**src/gcs_regs.vh**
```
// Purpose: Constants for the glitchless clock switchover block.
// Assumes: Included by the switchover design files only.
// Notes: Old hold counts falling edges of the outgoing clock; low and high holds count incoming clock edges.
`ifndef GCS_REGS_VH
`define GCS_REGS_VH
`define GCS_OLD_HOLD 4'h3
`define GCS_LOW_HOLD 4'h3
`define GCS_HIGH_HOLD 4'h2
`define GCS_DEAD_EDGES 4'h4
`define GCS_TOTAL_MAX 5'h11
`define GCS_POR_TIME_NS 32'h0000_03E8
`define GCS_CLK_PERIOD_NS 32'h0000_0019
`endif

```
**src/gcs_sync.v**
```verilog
// Purpose: Three-stage synchroniser with agreement filter.
// Assumes: Input is asynchronous to clk_i.
// Notes: First stage feeds only the second stage.
`default_nettype none
module gcs_sync (
  input wire clk_i,
  input wire rst_n_i,
  input wire async_i,
  output reg level_o
);
  reg s1_q;
  reg s2_q;
  reg s3_q;
  always @(posedge clk_i or negedge rst_n_i) begin
    if (!rst_n_i) begin
      s1_q <= 1'b0;
      s2_q <= 1'b0;
      s3_q <= 1'b0;
      level_o <= 1'b0;
    end else begin
      s1_q <= async_i;
      s2_q <= s1_q;
      s3_q <= s2_q;
      if (s2_q == s3_q) begin
        level_o <= s3_q;
      end
    end
  end
endmodule // gcs_sync
`default_nettype wire

```
**src/gcs_switchover.v**
```verilog
// Purpose: Glitch-free 2:1 clock switchover with runt guard and fail-safe.
// Assumes: Sampling clock is much faster than both sources.
// Notes: Source levels are sampled; output is a registered clock image.
// What this block does
// - Stuck high: hold output high some alternate pulses.
// - Stuck high: then low for alternate falling edges.
// - Stuck high: then pass alternate clock through.
// - Stretched cycle phases exceed half alternate period.
// - Stuck low: hold low, then pass alternate.
// - Tiny amplitude treated as stuck at last level.
// - Dead input gives stable, defined output level.
// - Slowly degrading toggling input need not be cleaned.
// - Power-on reset puts sequencer in known state.
// - Healthy: follow old, hold low, follow new.
// - Delay pin tied to supply disables guard.
// - Guarded switchover gives up on a slow old clock after 15 alternate clock cycles.
`default_nettype none
`include "gcs_regs.vh"
module gcs_switchover #(
  parameter POR_NS = `GCS_POR_TIME_NS
) (
  input wire clk_sys_i,
  input wire rst_n_i,
  input wire source_a_i,
  input wire source_b_i,
  input wire select_i,
  input wire delay_cap_pin_i,
  input wire failsafe_input_a_ok_i,
  input wire failsafe_input_b_ok_i,
  output reg clk_out_o,
  output reg active_b_o,
  output reg switching_o
);
  localparam [31:0] POR_CYC = (POR_NS + `GCS_CLK_PERIOD_NS - 32'h0000_0001) /
    `GCS_CLK_PERIOD_NS;
  localparam [5:0] ST_RUN = 6'h01;
  localparam [5:0] ST_OLD = 6'h02;
  localparam [5:0] ST_HIGH = 6'h04;
  localparam [5:0] ST_LOW = 6'h08;
  localparam [5:0] ST_POR = 6'h10;
  localparam [5:0] ST_DROP = 6'h20;
  wire a_s;
  wire b_s;
  wire sel_s;
  wire cap_s;
  wire aok_s;
  wire bok_s;
  reg [5:0] state_q;
  reg [5:0] state_d;
  reg cur_b_q;
  reg a_last_q;
  reg b_last_q;
  reg a_valid_q;
  reg b_valid_q;
  reg [3:0] edges_q;
  reg [3:0] dead_q;
  reg [4:0] total_q;
  reg [15:0] por_q;
  reg guard_q;
  reg out_d;
  // Activity and select pass three flops; change counts on agreement.
  gcs_sync u_sa (.clk_i(clk_sys_i), .rst_n_i(rst_n_i),
    .async_i(source_a_i), .level_o(a_s));
  gcs_sync u_sb (.clk_i(clk_sys_i), .rst_n_i(rst_n_i),
    .async_i(source_b_i), .level_o(b_s));
  gcs_sync u_sel (.clk_i(clk_sys_i), .rst_n_i(rst_n_i),
    .async_i(select_i), .level_o(sel_s));
  gcs_sync u_cap (.clk_i(clk_sys_i), .rst_n_i(rst_n_i),
    .async_i(delay_cap_pin_i), .level_o(cap_s));
  gcs_sync u_aok (.clk_i(clk_sys_i), .rst_n_i(rst_n_i),
    .async_i(failsafe_input_a_ok_i), .level_o(aok_s));
  gcs_sync u_bok (.clk_i(clk_sys_i), .rst_n_i(rst_n_i),
    .async_i(failsafe_input_b_ok_i), .level_o(bok_s));
  // Returns the level of a source, frozen while its swing is too small.
  function lvl;
    input ok;
    input live;
    input last;
    begin
      lvl = ok ? live : last;
    end
  endfunction
  wire a_lvl = lvl(aok_s, a_s, a_valid_q);
  wire b_lvl = lvl(bok_s, b_s, b_valid_q);
  wire cur_lvl = cur_b_q ? b_lvl : a_lvl;
  wire cur_last = cur_b_q ? b_last_q : a_last_q;
  wire alt_lvl = cur_b_q ? a_lvl : b_lvl;
  wire alt_last = cur_b_q ? a_last_q : b_last_q;
  wire alt_rise = alt_lvl & ~alt_last;
  wire alt_fall = ~alt_lvl & alt_last;
  wire cur_fall = ~cur_lvl & cur_last;
  wire cur_edge = cur_lvl ^ cur_last;
  wire want_sw = sel_s ^ cur_b_q;
  wire cur_dead = (dead_q >= `GCS_DEAD_EDGES);
  wire timeout = (total_q >= `GCS_TOTAL_MAX - 5'h02);
  always @* begin
    state_d = state_q;
    out_d = clk_out_o;
    case (state_q)
      ST_POR: begin
        out_d = 1'b0;
        // A nonzero budget marks that the wait count was loaded.
        if (por_q == 16'h0000 && total_q != 5'h00) begin
          state_d = ST_RUN;
        end
      end
      ST_RUN: begin
        out_d = cur_lvl;
        if (want_sw && guard_q) begin
          state_d = ST_OLD;
        end
      end
      ST_OLD: begin
        out_d = cur_lvl;
        if (cur_fall && edges_q >= `GCS_OLD_HOLD) begin
          state_d = ST_LOW;
          out_d = 1'b0;
        end else if (cur_dead || timeout) begin
          // Stuck source: freeze at last level, choose path.
          if (clk_out_o) begin
            state_d = ST_HIGH;
          end else begin
            state_d = ST_LOW;
          end
        end
      end
      ST_HIGH: begin
        out_d = 1'b1;
        if (alt_fall && edges_q >= `GCS_HIGH_HOLD) begin
          state_d = ST_DROP;
          out_d = 1'b0;
        end
      end
      ST_DROP: begin
        state_d = ST_LOW;
        out_d = 1'b0;
      end
      ST_LOW: begin
        out_d = 1'b0;
        if (alt_rise && edges_q >= `GCS_LOW_HOLD) begin
          state_d = ST_RUN;
          out_d = 1'b1;
        end
      end
      default: begin
        state_d = ST_POR;
        out_d = 1'b0;
      end
    endcase
  end
  always @(posedge clk_sys_i or negedge rst_n_i) begin
    if (!rst_n_i) begin
      state_q <= ST_POR;
      por_q <= 16'h0000;
      cur_b_q <= 1'b0;
      a_last_q <= 1'b0;
      b_last_q <= 1'b0;
      a_valid_q <= 1'b0;
      b_valid_q <= 1'b0;
      edges_q <= 4'h0;
      dead_q <= 4'h0;
      total_q <= 5'h00;
      guard_q <= 1'b1;
      clk_out_o <= 1'b0;
      active_b_o <= 1'b0;
      switching_o <= 1'b0;
    end else begin
      state_q <= state_d;
      clk_out_o <= out_d;
      a_last_q <= a_lvl;
      b_last_q <= b_lvl;
      if (aok_s) begin
        a_valid_q <= a_s;
      end
      if (bok_s) begin
        b_valid_q <= b_s;
      end
      guard_q <= ~cap_s;
      if (state_q == ST_POR) begin
        if (por_q == 16'h0000 && total_q == 5'h00) begin
          por_q <= POR_CYC[15:0];
          total_q <= 5'h01;
        end else if (por_q != 16'h0000) begin
          por_q <= por_q - 16'h0001;
        end
        cur_b_q <= sel_s;
      end else if (state_q == ST_RUN && want_sw && !guard_q) begin
        cur_b_q <= sel_s;
      end
      if (state_q == ST_RUN && state_d == ST_RUN) begin
        active_b_o <= cur_b_q;
      end
      switching_o <= (state_d != ST_RUN) && (state_d != ST_POR);
      // Stage edge counters restart on each stage change.
      if (state_d != state_q) begin
        edges_q <= 4'h0;
      end else if (state_q == ST_OLD && cur_fall) begin
        edges_q <= edges_q + 4'h1;
      end else if (state_q != ST_OLD && alt_fall) begin
        edges_q <= edges_q + 4'h1;
      end
      // Stuck detection: alternate edges seen without a current edge.
      if (state_q != ST_OLD || cur_edge) begin
        dead_q <= 4'h0;
      end else if (alt_rise && !cur_dead) begin
        dead_q <= dead_q + 4'h1;
      end
      // Whole-switch budget in alternate cycles.
      if (state_q == ST_RUN || state_q == ST_POR) begin
        if (state_q == ST_RUN) begin
          total_q <= 5'h00;
        end
      end else if (alt_rise && total_q != 5'h1F) begin
        total_q <= total_q + 5'h01;
      end
      if (state_q == ST_LOW && state_d == ST_RUN) begin
        cur_b_q <= ~cur_b_q;
        active_b_o <= ~cur_b_q;
      end
    end
  end
endmodule // gcs_switchover
`default_nettype wire

```
**config.mk**
```make
export PLATFORM = sky130hd
export DESIGN_NAME = gcs_switchover
export DESIGN_NICKNAME = d
export VERILOG_FILES = /design/src/gcs_sync.v /design/src/gcs_switchover.v
export VERILOG_INCLUDE_DIRS = /design/src /design/src/src
export SDC_FILE = /design/constraint.sdc
export NUM_CORES = 1
export LEC_CHECK = 0
export BUFFER_PORTS_ARGS = -buffer_cell sky130_fd_sc_hd__buf_2
export CAP_MARGIN = 5
export CORE_MARGIN = 8
export CORE_UTILIZATION = 55
export CTS_BUF_LIST = sky130_fd_sc_hd__clkbuf_2 sky130_fd_sc_hd__clkbuf_4 sky130_fd_sc_hd__clkbuf_8
export DETAILED_ROUTE_END_ITERATION = 16
export PLACE_DENSITY = 0.75
export SYNTH_ARGS = -nofsm -noshare
export SYNTH_HDL_FRONTEND = slang
export SYNTH_SLANG_ARGS = --single-unit
```
**constraint.sdc**
```tcl
create_clock -name clk_sys_i -period 2.65 [get_ports clk_sys_i]
set_clock_uncertainty 0.2 [all_clocks]
set_input_delay 0.265 -clock clk_sys_i [delete_from_list [all_inputs] [get_ports clk_sys_i]]
set_output_delay 0.265 -clock clk_sys_i [all_outputs]
set_load 0.005 [all_outputs]
```
==> results.ini <==
[die]
row_count = 28
core_mm2 = 0.00582
die_w_um = 93.0
die_h_um = 93.0
die_area_mm2 = 0.00864
pin_count = 11
start_util_pct = 56.0

[logic_synthesis]
synthArstFlopShare_pct = 100
synth_area_per_cell_um2 = 10.6
ys_warn_count = 0
ys_dominant_reg_cell = dfrtp_1
synth_fp_nets = 323
netlist_instances = 306
ys_ff_latch = 66
ys_seq_area_share_pct = 50.8
synth.distinct_cells = 60
synth-edff-count = 0
netlist_area_mm2 = 0.00326

[worst_setup_path]
crit_end = por_q[15]$_DFFE_PN0P_
r2r-end = por_q[15]$_DFFE_PN0P_
critPathKind = reg -> reg
cp-start-kind = register
cp_max_fo = 9
reg2reg_from = por_q[7]$_DFFE_PN0P_
timing.critical_path.from = por_q[7]$_DFFE_PN0P_
rr_worst_depth = 5
r2r_slack_ns = 0.09
worstPathRequired_ns = 2.68
critPathCaptureType = register
arrival_ns = 2.59

[sta]
finalSetupTns_ns = 0
max_freq_mhz = 391
timing.slew.headroom_pct = 41.5
setup_viol = 0
worstMarginPinSlew_ns = 0.878
fin_crit_sh_pct = 96.6
hold_violations = 0
setup_slack_ns = 0.0901
rsz0062_at_grt = false
report.final.slew_viol_count = 0
post-route-min-period_ns = 2.56

[clocking]
cts_tree = yes
clkLatencyLatePin_ns = 0.35
numCtsBuffers = 9
cts-htree-levels = 3
cts_buffer_depth = 2
cts_sinks = 66
root_buffer = clkbuf_8
path_clk_slew_ns = 0.07

[detailed_routing]
vias_per_cell = 5.82
drt_first_pass_iters = 4
drt.antenna.violating_nets = 0
wire_per_inst_um = 15.1
wirelength_um = 6420
vias = 2473
drc = 0
drtIter0Drc = 176

[min_path]
hp-class = reg -> reg

[place]
place_area_mm2 = 0.00353
port_buffers = 10
gp_congestion = 0.907
dpl_worst_slack_ns = 0.0439
hpwlAfterDp_um = 4630

[grt]
grt_start_max_net_pins = 41
grt_first_pass_wirelength_um = 10800
grt_remaining_overflow = 0
grtUsageTotal_pct = 16.0
grt_pass1_vias = 2312
grt_antenna_before_repair = 0

[power_and_ir_drop]
power_density_mw_per_mm2 = 871
vdd_drop_max_uv = 539
p_leak_uw = 0.00169

[finish]
nets = 362
syn_to_final_growth_pct = 17.8
mostFrequentLayoutCell = dfrtp_1
drive_gt1_share_pct = 21.7
antenna_cells = 0
stdcell_area_mm2 = 0.00384
final_cell_mix = dfrtp_1, buf_4, nor2_1

[job]
maxCapViolCount = 0

[status]
status = finished, final reports clean

==> cell usage after synthesis (4+ instances only) <==
library cell	n	area share, %
a21oi_1	14	2.2
and2_1	5	0.96
clkbuf_1	8	0.92
dfrtp_1	64	49
ha_1	9	3.5
inv_1	11	1.3
maj3_1	6	1.8
mux2_2	4	1.4
nand2_1	14	1.6
nand3_1	7	1.1
nand4_1	5	0.96
nand4b_1	4	1.1
nor2_1	19	2.2
nor2b_1	4	0.77
nor3_1	16	2.5
nor4_1	6	1.2
o211ai_1	4	0.92
o21ai_0	16	2.5
o31ai_1	6	1.4
or3_1	7	1.3
or4_1	5	1.2
or4_2	4	1.1
xnor2_1	4	1.1
xor2_1	8	2.2
==> state kept, by name, summed over array words and instances (netlist names), 4 cells and up <==
signal	count
por_q	16
state_q	6
total_q	5
dead_q	4
edges_q	4
==> metrics by stage <==
stage | std cells | hold slack [ns] | power, uW | utilization [%]
finish | 425 | 0.149 | 3340 | 66.0
global route | 425 | 0.158 | 3570 | 66.0
detailed placement | 400 | 0.108 | 2460 | 60.6
CTS | 423 | 0.151 | 3320 | 65.2
global placement | 400 | 0.0968 | 2410 | 60.6
floorplan | 306 | -0.231 | 2120 | -
==> kinds of logic after synthesis <==
kind of cell	synth area share, %
AOI/OAI and AO/OA	13.9
xor gates and xnor gates	3.23
adders and majority gates	5.30
buffers and inverters	3.23
DFF	50.8
muxes	2.65
and+or+nand+nor	21.0
==> metal layers <==
metal	track usage (%)	vias up	routed length [um]
met2	23.1	56	2800
met1	21.5	1185	3180
met3	3.40	15	276
met4	9.66	0	166
li1	-	1217	-
met5	0	-	0
==> worst min-delay path by stage <==
stage	depth (start not counted)	endpoint	start	slack [ns]
finish	0	u_bok.s2_q$_DFF_PN0_	u_bok.s1_q$_DFF_PN0_	0.15
global route	0	u_bok.s2_q$_DFF_PN0_	u_bok.s1_q$_DFF_PN0_	0.16
CTS	0	u_bok.s2_q$_DFF_PN0_	u_bok.s1_q$_DFF_PN0_	0.15
detailed placement	1	u_sb.s1_q$_DFF_PN0_	rst_n_i	0.11
global placement	1	u_sb.s1_q$_DFF_PN0_	rst_n_i	0.1
floorplan	0	a_valid_q$_DFF_PN0_	rst_n_i	-0.23
==> final cells by class <==
type	instances	area (um2)
fillers	464	1980
flip-flops and latches	66	1660
multi-input cells	216	1530
repair buffers	41	320
clock buffers	10	131
well taps	75	93.8
clock inverters	6	65.1
inverters	11	41.3
==> critical path: stages (launching register included) <==
cell and delay, ns:
dfrtp_1 0.43, or4_4 0.59, or4_4 0.53, o21ai_4 0.28, nor3b_2 0.09, mux2_1 0.32
==> power breakdown <==
| part | internal [uW] | switching [uW] |
|---|---|---|
| registers | 1200 | 193 |
| clock network | 446 | 388 |
| logic | 529 | 588 |
| total | 2180 | 1170 |
==> repair_timing <==
action | 4_1_cts | 5_1_grt
setup endpoints to repair | 0 | 13
hold endpoints to repair | 31 | 0
buffers inserted | 0 | 2
hold buffers | 7 | 0
resized for setup | 0 | 6
Note: power is estimated with default switching activity, not from simulation.
